`src/iat_params.svh`:
```
// constants of the interrupt acceptance timing block: offsets, fields, resets, state counts
// assumes one state of the response sequence equals one ref_clk cycle
`ifndef IAT_PARAMS_SVH
`define IAT_PARAMS_SVH

`define IAT_ADDR_CTRL      8'h00
`define IAT_ADDR_FLAGS     8'h04
`define IAT_ADDR_ENABLE    8'h08
`define IAT_ADDR_STATUS    8'h0C

`define IAT_CTRL_NMIEDGE   0
`define IAT_CTRL_MEM_LO    1
`define IAT_CTRL_MEM_HI    2
`define IAT_CTRL_3ST       3
`define IAT_CTRL_WAIT_LO   4
`define IAT_CTRL_WAIT_HI   5

`define IAT_CTRL_RST       6'h00
`define IAT_EN_RST         6'h00
`define IAT_IMASK_RST      1'h1

`define IAT_PRIO_EXT       5'h02
`define IAT_PRIO_INT       5'h01
`define IAT_CUR_ONCHIP     6'h17
`define IAT_CUR_8B2        6'h1B
`define IAT_CUR_8B3        6'h1F
`define IAT_CUR_16B2       6'h17
`define IAT_CUR_16B3       6'h19
`define IAT_ACC_ONCHIP     5'h04
`define IAT_ACC_8B2        5'h08
`define IAT_ACC_8B3        5'h0C
`define IAT_ACC_16B2       5'h04
`define IAT_ACC_16B3       5'h06
`define IAT_ACC_CNT_8B     5'h04
`define IAT_ACC_CNT_16B    5'h02
`define IAT_INTERNAL       5'h04

`define IAT_BRK_OP         16'h5770
`define IAT_RTB_OP         16'h56F0

`define IAT_RESP_OKAY      2'h0
`define IAT_RESP_SLVERR    2'h2

`endif

```
`src/iat_pkg.sv`:
```
// types shared by the interrupt acceptance timing block
// assumes the constants header is included by the modules that use the package
package iat_pkg;

    // gray codes along idle -> prio -> wait -> stack -> vector -> prefetch -> internal
    typedef enum logic [2:0] {
        IAT_IDLE  = 3'h0,
        IAT_PRIO  = 3'h1,
        IAT_WAIT  = 3'h3,
        IAT_STACK = 3'h2,
        IAT_VECT  = 3'h6,
        IAT_PREF  = 3'h7,
        IAT_INTL  = 3'h5
    } iat_phase_t;

    typedef enum logic [2:0] {
        IAT_CL_NORMAL = 3'h0,
        IAT_CL_CTRL   = 3'h1,
        IAT_CL_BLKB   = 3'h2,
        IAT_CL_BLKW   = 3'h3
    } iat_class_t;

    typedef enum logic [1:0] {
        IAT_MEM_ONCHIP = 2'h0,
        IAT_MEM_BUS8   = 2'h1,
        IAT_MEM_BUS16  = 2'h2
    } iat_mem_t;

endpackage : iat_pkg

```
`src/iat_nmi_edge.sv`:
```
// nmi pin synchroniser and selectable edge detector
// assumes nmi_pin is asynchronous to ref_clk
`timescale 1ns/1ps
`default_nettype none
module iat_nmi_edge (
    input  wire logic ref_clk,
    input  wire logic resetn,
    input  wire logic nmi_pin,
    input  wire logic edge_rise,
    output logic      nmi_pulse
);
    import iat_pkg::*;

    logic s1_q;
    logic s2_q;
    logic s3_q;

    always_ff @(posedge ref_clk or negedge resetn)
    begin
        if (!resetn)
        begin
            s1_q      <= 1'b0;
            s2_q      <= 1'b0;
            s3_q      <= 1'b0;
            nmi_pulse <= 1'b0;
        end
        else
        begin
            s1_q      <= nmi_pin;
            s2_q      <= s1_q;
            s3_q      <= s2_q;
            nmi_pulse <= edge_rise ? (s2_q & ~s3_q) : (~s2_q & s3_q);
        end
    end
endmodule : iat_nmi_edge
`default_nettype wire

```
`src/iat_ext_flags.sv`:
```
// external request flags: set on a rising pin edge, cleared by writing 0 after reading 1
// assumes irq pins are asynchronous; rd_stb and wr_stb are one-cycle pulses from the bus
`timescale 1ns/1ps
`default_nettype none
module iat_ext_flags (
    input  wire logic       ref_clk,
    input  wire logic       resetn,
    input  wire logic [5:0] irq_pin,
    input  wire logic       rd_stb,
    input  wire logic       wr_stb,
    input  wire logic [5:0] wr_val,
    output logic      [5:0] ext_request_flag
);
    import iat_pkg::*;

    logic [5:0] s1_q;
    logic [5:0] s2_q;
    logic [5:0] s3_q;
    logic [5:0] armed_q;
    logic [5:0] hazard_q;
    logic       rd_open_q;
    logic [5:0] rise;
    logic [5:0] clr;

    assign rise = s2_q & ~s3_q;
    // a flag that rose after the read but before the write-back is lost too
    assign clr  = {6{wr_stb}} & ~wr_val & (armed_q | hazard_q);

    always_ff @(posedge ref_clk or negedge resetn)
    begin
        if (!resetn)
        begin
            s1_q <= 6'h00;
            s2_q <= 6'h00;
            s3_q <= 6'h00;
        end
        else
        begin
            s1_q <= irq_pin;
            s2_q <= s1_q;
            s3_q <= s2_q;
        end
    end

    always_ff @(posedge ref_clk or negedge resetn)
    begin
        if (!resetn)
        begin
            armed_q   <= 6'h00;
            hazard_q  <= 6'h00;
            rd_open_q <= 1'b0;
        end
        else if (wr_stb)
        begin
            armed_q   <= 6'h00;
            hazard_q  <= 6'h00;
            rd_open_q <= 1'b0;
        end
        else if (rd_stb)
        begin
            armed_q   <= armed_q | ext_request_flag;
            rd_open_q <= 1'b1;
        end
        else if (rd_open_q)
        begin
            hazard_q <= hazard_q | rise;
        end
    end

    // set wins over clear in the same cycle
    always_ff @(posedge ref_clk or negedge resetn)
    begin
        if (!resetn)
            ext_request_flag <= 6'h00;
        else
            ext_request_flag <= (ext_request_flag & ~clr) | rise;
    end
endmodule : iat_ext_flags
`default_nettype wire

```
`src/iat_core.sv`:
```
// interrupt acceptance and response timing with an axi4-lite register slave
// assumes the cpu core reports instruction ends, opcode and class on ref_clk
`timescale 1ns/1ps
`default_nettype none
`include "iat_params.svh"
module iat_core (
    input  wire logic                ref_clk,
    input  wire logic                resetn,
    input  wire logic                awvalid,
    output logic                     awready,
    input  wire logic [7:0]          awaddr,
    input  wire logic                wvalid,
    output logic                     wready,
    input  wire logic [31:0]         wdata,
    input  wire logic [3:0]          wstrb,
    output logic                     bvalid,
    input  wire logic                bready,
    output logic      [1:0]          bresp,
    input  wire logic                arvalid,
    output logic                     arready,
    input  wire logic [7:0]          araddr,
    output logic                     rvalid,
    input  wire logic                rready,
    output logic      [31:0]         rdata,
    output logic      [1:0]          rresp,
    input  wire logic                nmi_pin,
    input  wire logic [5:0]          irq_pin,
    input  wire logic [1:0]          int_req,
    input  wire logic                insn_done,
    input  wire logic [15:0]         insn_opcode,
    input  wire iat_pkg::iat_class_t insn_class,
    input  wire logic                xfer_boundary,
    input  wire logic                ccr_wr,
    input  wire logic                ccr_i_val,
    output iat_pkg::iat_phase_t      exc_phase,
    output logic                     svc_start,
    output logic      [3:0]          vector_id,
    output logic                     ret_next,
    output logic                     ccr_imask,
    output logic                     break_mode,
    output logic                     wdt_halt
);
    import iat_pkg::*;

    function automatic logic [4:0] acc_len(input iat_mem_t m, input logic st3,
                                          input logic [1:0] ws);
        logic [4:0] l;
        l = `IAT_ACC_ONCHIP;
        unique case (m)
            IAT_MEM_BUS8:  l = st3 ? 5'(`IAT_ACC_8B3 + 5'(ws) * `IAT_ACC_CNT_8B) : `IAT_ACC_8B2;
            IAT_MEM_BUS16: l = st3 ? 5'(`IAT_ACC_16B3 + 5'(ws) * `IAT_ACC_CNT_16B)
                                   : `IAT_ACC_16B2;
            default:       l = `IAT_ACC_ONCHIP;
        endcase
        return l;
    endfunction : acc_len

    function automatic logic [5:0] cur_max(input iat_mem_t m, input logic st3,
                                          input logic [1:0] ws);
        logic [5:0] c;
        c = `IAT_CUR_ONCHIP;
        unique case (m)
            IAT_MEM_BUS8:  c = st3 ? 6'(`IAT_CUR_8B3 + 6'(ws) * 6'h08) : `IAT_CUR_8B2;
            IAT_MEM_BUS16: c = st3 ? 6'(`IAT_CUR_16B3 + 6'(ws) * 6'h04) : `IAT_CUR_16B2;
            default:       c = `IAT_CUR_ONCHIP;
        endcase
        return c;
    endfunction : cur_max

    function automatic logic [3:0] first_set(input logic [8:0] v);
        logic [3:0] id;
        id = 4'hF;
        for (int i = 8; i >= 0; i--)
        begin
            if (v[i])
                id = 4'(i);
        end
        return id;
    endfunction : first_set

    logic [5:0]  ctrl_q;
    logic [5:0]  en_q;
    logic [5:0]  view_q;
    logic [5:0]  ext_request_flag;
    logic        nmi_pulse;
    logic        nmi_pend_q;
    iat_phase_t  st_q;
    logic [4:0]  cnt_q;
    logic [5:0]  wcnt_q;
    logic        wait_over_q;
    logic        prio_ext_q;
    logic        aw_have_q;
    logic        w_have_q;
    logic [7:0]  awaddr_q;
    logic [5:0]  wbyte_q;
    logic        wlane_q;
    logic        wr_fire;
    logic        flags_rd;
    logic        flags_wr;
    logic [8:0]  reqs;
    logic [8:0]  elig;
    logic [3:0]  pick;
    logic        brk_now;
    logic        rtb_now;
    logic        blk_w_on;
    logic        boundary;
    iat_mem_t    mem;
    logic        st3;
    logic [1:0]  ws;

    assign mem      = iat_mem_t'(ctrl_q[`IAT_CTRL_MEM_HI:`IAT_CTRL_MEM_LO]);
    assign st3      = ctrl_q[`IAT_CTRL_3ST];
    assign ws       = st3 ? ctrl_q[`IAT_CTRL_WAIT_HI:`IAT_CTRL_WAIT_LO] : 2'h0;
    assign wr_fire  = aw_have_q & w_have_q & ~bvalid;
    assign flags_wr = wr_fire & wlane_q & (awaddr_q == `IAT_ADDR_FLAGS);
    assign flags_rd = arvalid & arready & (araddr == `IAT_ADDR_FLAGS);
    assign brk_now  = insn_done & (insn_opcode == `IAT_BRK_OP);
    assign rtb_now  = insn_done & (insn_opcode == `IAT_RTB_OP);
    assign blk_w_on = (insn_class == IAT_CL_BLKW) & ~insn_done;
    assign boundary = insn_done | (xfer_boundary & blk_w_on);

    // word move lets only nmi through; byte move and break let nothing through
    assign reqs = {int_req, view_q, nmi_pend_q};
    always_comb
    begin
        elig = reqs;
        if (ccr_imask || blk_w_on)
            elig = reqs & 9'h001;
        if (break_mode || brk_now || ((insn_class == IAT_CL_BLKB) && !insn_done))
            elig = 9'h000;
    end
    assign pick = first_set(elig);

    iat_nmi_edge u_nmi (
        .ref_clk   (ref_clk),
        .resetn    (resetn),
        .nmi_pin   (nmi_pin),
        .edge_rise (ctrl_q[`IAT_CTRL_NMIEDGE]),
        .nmi_pulse (nmi_pulse)
    );

    iat_ext_flags u_flags (
        .ref_clk          (ref_clk),
        .resetn           (resetn),
        .irq_pin          (irq_pin),
        .rd_stb           (flags_rd),
        .wr_stb           (flags_wr),
        .wr_val           (wbyte_q),
        .ext_request_flag (ext_request_flag)
    );

    // requests only drop at an instruction end, so a clear takes effect after it
    always_ff @(posedge ref_clk or negedge resetn)
    begin
        if (!resetn)
            view_q <= 6'h00;
        else if (insn_done)
            view_q <= ext_request_flag & en_q;
        else
            view_q <= view_q | (ext_request_flag & en_q);
    end

    always_ff @(posedge ref_clk or negedge resetn)
    begin
        if (!resetn)
            nmi_pend_q <= 1'b0;
        else if (nmi_pulse)
            nmi_pend_q <= 1'b1;
        else if (st_q == IAT_WAIT && boundary && pick == 4'h0 && !insn_ctrl_end())
            nmi_pend_q <= 1'b0;
    end

    function automatic logic insn_ctrl_end();
        return insn_done && (insn_class == IAT_CL_CTRL);
    endfunction : insn_ctrl_end

    always_ff @(posedge ref_clk or negedge resetn)
    begin
        if (!resetn)
        begin
            st_q       <= IAT_IDLE;
            cnt_q      <= 5'h00;
            prio_ext_q <= 1'b0;
            vector_id  <= 4'h0;
            ret_next   <= 1'b0;
        end
        else
        begin
            unique case (st_q)
                IAT_IDLE:
                    if (|elig)
                    begin
                        st_q       <= IAT_PRIO;
                        prio_ext_q <= (pick < 4'h7);
                        cnt_q      <= (pick < 4'h7) ? `IAT_PRIO_EXT : `IAT_PRIO_INT;
                    end
                IAT_PRIO:
                    if (cnt_q == 5'h01)
                        st_q <= IAT_WAIT;
                    else
                        cnt_q <= 5'(cnt_q - 5'h01);
                IAT_WAIT:
                    if (boundary && !insn_ctrl_end())
                    begin
                        if (|elig)
                        begin
                            st_q      <= IAT_STACK;
                            cnt_q     <= acc_len(mem, st3, ws);
                            vector_id <= pick;
                            ret_next  <= ~insn_done;
                        end
                        else
                            st_q <= IAT_IDLE;
                    end
                IAT_STACK:
                    if (cnt_q == 5'h01)
                    begin
                        st_q  <= IAT_VECT;
                        cnt_q <= acc_len(mem, st3, ws);
                    end
                    else
                        cnt_q <= 5'(cnt_q - 5'h01);
                IAT_VECT:
                    if (cnt_q == 5'h01)
                    begin
                        st_q  <= IAT_PREF;
                        cnt_q <= acc_len(mem, st3, ws);
                    end
                    else
                        cnt_q <= 5'(cnt_q - 5'h01);
                IAT_PREF:
                    if (cnt_q == 5'h01)
                    begin
                        st_q  <= IAT_INTL;
                        cnt_q <= `IAT_INTERNAL;
                    end
                    else
                        cnt_q <= 5'(cnt_q - 5'h01);
                IAT_INTL:
                    if (cnt_q == 5'h01)
                        st_q <= IAT_IDLE;
                    else
                        cnt_q <= 5'(cnt_q - 5'h01);
                default:
                    st_q <= IAT_IDLE;
            endcase
        end
    end

    always_ff @(posedge ref_clk or negedge resetn)
    begin
        if (!resetn)
        begin
            exc_phase <= IAT_IDLE;
            svc_start <= 1'b0;
        end
        else
        begin
            exc_phase <= st_q;
            svc_start <= (st_q == IAT_INTL) && (cnt_q == 5'h01);
        end
    end

    // instruction-end wait watchdog: flags a core that overruns the longest instruction
    always_ff @(posedge ref_clk or negedge resetn)
    begin
        if (!resetn)
        begin
            wcnt_q      <= 6'h00;
            wait_over_q <= 1'b0;
        end
        else if (st_q == IAT_PRIO)
        begin
            wcnt_q      <= 6'h00;
            wait_over_q <= 1'b0;
        end
        else if (st_q == IAT_WAIT && !boundary)
        begin
            if (wcnt_q != 6'h3F)
                wcnt_q <= 6'(wcnt_q + 6'h01);
            if (wcnt_q >= cur_max(mem, st3, ws))
                wait_over_q <= 1'b1;
        end
    end

    always_ff @(posedge ref_clk or negedge resetn)
    begin
        if (!resetn)
            ccr_imask <= `IAT_IMASK_RST;
        else if (st_q == IAT_WAIT && boundary && !insn_ctrl_end() && (|elig))
            ccr_imask <= 1'b1;
        else if (ccr_wr)
            ccr_imask <= ccr_i_val;
    end

    // reset is the only other way out of break mode
    always_ff @(posedge ref_clk or negedge resetn)
    begin
        if (!resetn)
        begin
            break_mode <= 1'b0;
            wdt_halt   <= 1'b0;
        end
        else if (brk_now)
        begin
            break_mode <= 1'b1;
            wdt_halt   <= 1'b1;
        end
        else if (rtb_now)
        begin
            break_mode <= 1'b0;
            wdt_halt   <= 1'b0;
        end
    end

    // axi4-lite write channel: address and data taken in either order
    always_ff @(posedge ref_clk or negedge resetn)
    begin
        if (!resetn)
        begin
            awready   <= 1'b1;
            wready    <= 1'b1;
            aw_have_q <= 1'b0;
            w_have_q  <= 1'b0;
            awaddr_q  <= 8'h00;
            wbyte_q   <= 6'h00;
            wlane_q   <= 1'b0;
            bvalid    <= 1'b0;
            bresp     <= `IAT_RESP_OKAY;
        end
        else
        begin
            if (awvalid && awready)
            begin
                aw_have_q <= 1'b1;
                awaddr_q  <= awaddr;
                awready   <= 1'b0;
            end
            if (wvalid && wready)
            begin
                w_have_q <= 1'b1;
                wbyte_q  <= wdata[5:0];
                wlane_q  <= wstrb[0];
                wready   <= 1'b0;
            end
            if (wr_fire)
            begin
                aw_have_q <= 1'b0;
                w_have_q  <= 1'b0;
                bvalid    <= 1'b1;
                bresp     <= (awaddr_q == `IAT_ADDR_CTRL || awaddr_q == `IAT_ADDR_FLAGS ||
                              awaddr_q == `IAT_ADDR_ENABLE || awaddr_q == `IAT_ADDR_STATUS)
                             ? `IAT_RESP_OKAY : `IAT_RESP_SLVERR;
            end
            else if (bvalid && bready)
            begin
                bvalid  <= 1'b0;
                awready <= 1'b1;
                wready  <= 1'b1;
            end
        end
    end

    always_ff @(posedge ref_clk or negedge resetn)
    begin
        if (!resetn)
        begin
            ctrl_q <= `IAT_CTRL_RST;
            en_q   <= `IAT_EN_RST;
        end
        else if (wr_fire && wlane_q)
        begin
            if (awaddr_q == `IAT_ADDR_CTRL)
                ctrl_q <= wbyte_q;
            if (awaddr_q == `IAT_ADDR_ENABLE)
                en_q <= wbyte_q;
        end
    end

    always_ff @(posedge ref_clk or negedge resetn)
    begin
        if (!resetn)
        begin
            arready <= 1'b1;
            rvalid  <= 1'b0;
            rdata   <= 32'h0000_0000;
            rresp   <= `IAT_RESP_OKAY;
        end
        else if (arvalid && arready)
        begin
            arready <= 1'b0;
            rvalid  <= 1'b1;
            rresp   <= `IAT_RESP_OKAY;
            unique case (araddr)
                `IAT_ADDR_CTRL:   rdata <= {26'h000_0000, ctrl_q};
                `IAT_ADDR_FLAGS:  rdata <= {26'h000_0000, ext_request_flag};
                `IAT_ADDR_ENABLE: rdata <= {26'h000_0000, en_q};
                `IAT_ADDR_STATUS: rdata <= {21'h00_0000, vector_id, wait_over_q, nmi_pend_q,
                                            ccr_imask, break_mode, st_q};
                default:
                begin
                    rdata <= 32'h0000_0000;
                    rresp <= `IAT_RESP_SLVERR;
                end
            endcase
        end
        else if (rvalid && rready)
        begin
            rvalid  <= 1'b0;
            arready <= 1'b1;
        end
    end
endmodule : iat_core
`default_nettype wire

```
`config.mk`:
```
export PLATFORM = sky130hd
export DESIGN_NAME = iat_core
export DESIGN_NICKNAME = d
export VERILOG_FILES = /design/src/iat_pkg.sv /design/src/iat_nmi_edge.sv /design/src/iat_ext_flags.sv /design/src/iat_core.sv
export VERILOG_INCLUDE_DIRS = /design/src
export SDC_FILE = /design/constraint.sdc
export NUM_CORES = 1
export LEC_CHECK = 0
export BUFFER_PORTS_ARGS = -buffer_cell sky130_fd_sc_hd__clkbuf_2
export CORE_UTILIZATION = 45
export DETAILED_ROUTE_END_ITERATION = 12
export HOLD_SLACK_MARGIN = 0.08
export PLACE_DENSITY = 0.69
export SKIP_CTS_REPAIR_TIMING = 1
export SYNTH_ARGS = -nofsm -noshare
export SYNTH_HDL_FRONTEND = slang
export SYNTH_SLANG_ARGS = --single-unit
```
`constraint.sdc`:
```
create_clock -name ref_clk -period 4 [get_ports ref_clk]
set_clock_uncertainty 0.15 [all_clocks]
set_input_delay 0.6 -clock ref_clk [delete_from_list [all_inputs] [get_ports ref_clk]]
set_output_delay 0.6 -clock ref_clk [all_outputs]
set_load 0.05 [all_outputs]
```
## Yosys cells after proc, flatten, opt, wreduce, memory -nomap -nowiden

Cells that the tools add are included.

| operators by class | value |
|---|---|
| $add $sub $neg | 6 |
| reduce and logical (&&, ||, !) cells | 54 |
| bitwise gates (word level) | 30 |
| eq/ne operators | 31 |
| muxes and demuxes | 77 |
| $lt $le $gt $ge | 2 |

Operator list:

| cell | number |
|---|---|
| 6-bit 2-to-1 mux | 13 |
| 11-bit case mux with 4 select lines | 1 |
| 4-bit 2-to-1 mux | 9 |
| 5-bit 2-to-1 mux | 7 |
| 16-bit by 15-bit equality test with 1-bit output (second input constant) | 2 |
| 8-bit by 4-bit equality test with 1-bit output (second input constant) | 4 |
| 6-bit AND | 5 |
| 6-bit OR | 5 |
| 1-bit 2-to-1 mux | 28 |
| 5-bit case mux with 5 select lines | 1 |
| 3-bit 2-to-1 mux | 8 |
| 2-bit nonzero test | 12 |
| 3-bit case mux with 7 select lines | 1 |
| 9-bit 2-to-1 mux | 2 |
| 6-bit inverter | 3 |
| 8-bit by 3-bit equality test with 1-bit output (second input constant) | 2 |
| 1-bit logical AND | 16 |
| 8-bit zero test | 2 |
| 2-bit != test (second input constant) | 8 |
| 1-bit AND | 12 |
| 3-bit by 2-bit equality test with 1-bit output (second input constant) | 4 |
| 6-bit case mux with 2 select lines | 1 |
| 2-bit 2-to-1 mux | 5 |
| 5-bit case mux with 2 select lines | 1 |
| other kinds (29) | 48 |

| storage, ports and cells | value |
|---|---|
| register bits after elaboration | 144 |
| bits of input ports | 91 |
| word-level logic and storage cells | 238 |

## Logic depth before layout (Yosys ltp)

| depth | value |
|---|---|
| depth in word-level cells | 19 |
| mapped depth | 10 |
| depth with buffers taken out | 9 |

## By module

A second synthesis with hierarchy kept.

| unflattened totals | value |
|---|---|
| cells, all modules | 535 |
| area total of the unflattened synthesis | 5,660.4 sq um |

By module, submodules not included:

| module | seq. area each (sq um) | cells each | area each (sq um) | times used |
|---|---|---|---|---|
| iat_core | 2,006.9 | 437 | 4,311.6 | 1 |
| iat_ext_flags | 925.9 | 91 | 1,226.2 | 1 |
| iat_nmi_edge | 100.1 | 7 | 122.6 | 1 |

## Worst setup path after synthesis

Ideal clock, no wire load.

| timing | value |
|---|---|
| kind | input to register |
| start point | in araddr[0] |
| end point | reg u_flags.hazard_q[5] |
| library setup time | 0.135 ns |
| path buffers | 0 |
| data required time | 3.715 ns |
| stages on the path | 5 |
| path slack | 1.685 ns |
| data arrival time | 2.031 ns |
| cell sequence | or4_4 nor4_4 nand3b_1 a41oi_1 nor2_1 |

| between the ends | value |
|---|---|
| cells in the longest elaborated chain, start to end | 4 |

Ends and longest elaborated chain:

| item | RTL line | RTL |
|---|---|---|
| from (decl) | iat_core.sv:21 | `input wire logic [7:0] araddr,` |
| 8-bit by 3-bit equality test with 1-bit output | -- |  |
| 1-bit AND | iat_core.sv:116 | `` assign flags_rd = arvalid & arready & (araddr == `IAT_ADDR_FLAGS); `` |
| 2-bit by 1-bit != test with 1-bit output (no line) | -- |  |
| 2-bit AND reduction (no line) | -- |  |
| to (signal assigned) | iat_ext_flags.sv:66 | `hazard_q <= hazard_q \| rise;` |
| to (decl) | iat_ext_flags.sv:20 | `logic [5:0] hazard_q;` |

Every way passes these cells.
A chain may end at the register's enable or synchronous reset.

## Worst setup path in the final report

| timing | value |
|---|---|
| start point | reg st_q[1] |
| end point | reg ret_next |

| between the ends | value |
|---|---|
| cells in the longest elaborated chain, start to end | 2 |

Ends and longest elaborated chain:

| item | RTL line | RTL |
|---|---|---|
| from (decl) | iat_core.sv:87 | `iat_phase_t st_q;` |
| from (signal assigned) | iat_core.sv:181 | `st_q <= IAT_IDLE;` |
| from (signal assigned) | iat_core.sv:193 | `st_q <= IAT_PRIO;` |
| from (signal assigned) | iat_core.sv:199 | `st_q <= IAT_WAIT;` |
| 3-bit by 2-bit equality test with 1-bit output | iat_core.sv:189 | `unique case (st_q)` |
| 3-bit AND reduction (no line) | -- |  |
| to (signal assigned) | iat_core.sv:210 | `ret_next <= ~insn_done;` |
| to (decl) | iat_core.sv:38 | `output logic ret_next,` |

Every way passes these cells.

==> metrics.txt <==
run status complete, no violations; Simple-Gate Fraction of Synth Area 0.1272; RSZ-0062 raised after global routing false; GRT Residual Overflow 0; Post-Synth XOR/XNOR Area 0.007496; CTS buffer count 17; reg2reg end ret_next; Die H 115.9 µm; relative slew slack 0.3914; Worst setup SP type flop; iteration-0 DRC count of the detailed router 245; WL/cell 15.80 µm; Detailed Place HPWL 9343 µm; layout cells sized above 1 0.2810; # DRC 0; CTS Buffer Depth 2; sequential share of the synthesized area 0.5192; number of cell rows 41; Synth Area in Compound Gates 0.1589; worst hold path class input port to flop; multi-input logic area 2494 µm²; clk root buf clkbuf_16; Sw Share 0.3504; Global Route Usage Sum 0.2039; crit-path max FO 12; minimum clock period 2.565 ns; post-route ant nets 0; CP required 4.15 ns; min setup slack post-route 1.435 ns; Port Buffer Count 91; crit path kind flop to flop; clock share of power 0.342; Design Area, Final 6967 µm²; register area 3033 µm²; max FFs per register 11; post-synth top area share 0.5012; TritonRoute pass-1 iters 4; slack of the worst reg-to-reg path 1.44 ns; Mapped Area 5842 µm²; f_max 389.9 MHz; synth warn 0; adder-cell share of the synthesized area 0.03641; hold worst-path end u_flags.s1_q[2]; CTS clk-pin slew, worst paths 0.06 ns; initial antenna violation count 0; final setup TNS 0 ns; Tot Pwr 4.575 mW; worst hold slack 0.1320 ns; placed insts 770; area leader, netlist dfrtp_1; Logic pwr share 0.288; Largest Register rdata; Internal Pwr Total 2.972 mW; Leak 3.274 nW; pin count of the biggest net entering global routing 74; Async S/R FF share, synth 1.000; NetSw 1.603 mW; mux contribution to synthesized area 0.08203; Area growth syn-to-layout 19.25%; Initial Util 0.4629; vias in the first global route 4317; endpoint class of the critical path flop; biggest regs rdata (11), awaddr_q (8); cell count after synthesis 522; Die Wd 115.9 µm; final wirelength 12670 µm; FILL cells 1097; critical path arrival 2.72 ns; final design utilization 0.5521; CTS tree done; H-tree levels 4; Sink Count 121; r2r worst-path depth 6; DP Worst Slack 1.091 ns; EDFF count, synth 0; Seq cells post-synth 121; Fin. Hold Viols 0; Main synth FF type dfrtp_1; Worst Max-Slew Pin Slew 0.9128 ns; total I/O pin count 144; Area after DPL 6357 µm²; ant diodes 0; Final Non-Filler Cells 802; synth top area cells dfrtp_1 50%, mux2_2 5.0%, ha_1 3.6%, buf_4 3.1%, nor2_1 3.0%; vias per inst 5.400; worst skew pair latency 0.42 ns; worst vdd ir 401.8 µV; largest family of logic cells by synthesized area compound AO/OA/AOI/OAI gates; max-slew violations 0; register share of total power 0.371; Tcrit/Tclk final 0.6412; worst hold path depth 1; GP Congestion 0.8932; FF-to-FF Start st_q[1]; first-pass GRT wire length 20600 µm; power per cell area 656.7 nW/µm²; final net count 725; area of the core 12620 µm²; via count 4331; number of distinct library cells after synthesis 75; die area 13440 µm²; setup violators final 0; Hold Startpoint irq_pin[2]; MaxCap Viol Count 0; synthesized area per cell 11.19 µm²
-- worst max-delay path: stages (launching register included) --
cell and delay (ns):
dfrtp_1 0.46, ha_1 0.45, nand2b_1 0.15, a211oi_1 0.46
o21ai_2 0.19, nor2_1 0.23, mux2_2 0.36
-- layout make-up --
cell class,count,share of cell area
Inverter,36,0.01940
Clock inverter,14,0.02443
Multi-Input combinational cell,347,0.3579
Sequential cell,121,0.4353
Tap cell,172,0.03089
Timing Repair Buffer,94,0.06897
Clock buffer,18,0.06304
-- synthesized netlist by cell type (all sizes together), types with 2 or more instances --
master,count
a31oi,3
xnor2,3
nor4bb,4
mux2,27
nand2,28
a21o,6
nand3,5
nor3b,5
nor4,6
a311oi,2
a21oi,21
a41oi,6
o22ai,4
dfrtp,117
o41ai,2
buf,29
o31ai,8
o311a,2
mux4,6
nand3b,4
a211oi,3
o311ai,2
or4,2
nand2b,8
nor3,10
nor2,46
o21a,5
nand4,3
inv,36
clkbuf,11
a221oi,2
ha,17
xor2,2
dfstp,4
o21ai,32
mux2i,4
a21boi,2
or3,2
a22o,14
o211ai,6
and3b,3
-- layout by cell type, fill, tap and decap left out, types with 4 or more instances in the layout --
cell type  synthesis  routed
clkbuf_2           0      90
o22ai_1            4       4
nand2b_1           8       8
nand3b_1           4       4
nor3_1             9       9
o31ai_1            7       7
a21o_1             6       6
o211ai_1           6       6
ha_1              17      17
dfrtp_1          117     117
o21a_1             5       5
nand3_1            5       5
conb_1             1      23
nor4_1             4       4
mux4_2             6       6
o21ai_0           29      29
buf_4             24       4
nor2_1            46      46
mux2i_1            4       4
mux2_2            26      26
inv_1             35      35
nor3b_1            5       5
clkinv_2           0       4
a22o_1            14      14
a41oi_1            6       6
a21oi_1           21      21
nand2_1           28      28
dfstp_2            4       4
clkbuf_16          0      17
-- cell families (layout without fill, tap and decap cells) --
kind of cell	Yosys count	after routing
buffers and inverters	76	162
multiplexers	37	37
XOR/XNOR	5	5
AND/OR/NAND/NOR	136	136
flip-flops	121	121
other	1	23
AO/OA/AOI/OAI	129	129
adder cells (fa/ha/maj)	17	17
-- power groups by stage --
| stage | clock network [mW] | registers (mW) | logic (mW) |
|---|---|---|---|
| 2_1_floorplan | 0 | 1.83 | 0.877 |
| 3_3_place_gp | 0 | 1.70 | 1.27 |
| 3_5_place_dp | 0 | 1.71 | 1.31 |
| 4_1_cts | 1.59 | 1.70 | 1.32 |
| 5_1_grt | 1.65 | 1.73 | 1.44 |
| 6_report | 1.56 | 1.70 | 1.32 |
-- worst max-delay path by stage --
stage / from / endpoint / slack (ns)
after CTS: st_q[1] / ret_next / 1.39
after detailed placement: insn_done / cnt_q[2] / 1.09
after global placement: insn_done / cnt_q[2] / 1.16
after global routing: st_q[1] / ret_next / 1.19
after floorplan: araddr[0] / u_flags.hazard_q[5] / 1.68
final: st_q[1] / ret_next / 1.44
-- routing by layer --
metal,track usage,routed length [µm],vias up
li1,-,-,2036
met4,0.1179,356,0
met5,0,0,-
met3,0.05805,634,27
met1,0.2358,5231,2136
met2,0.3393,6446,132
No activity file was read; power rests on OpenSTA's default activity.
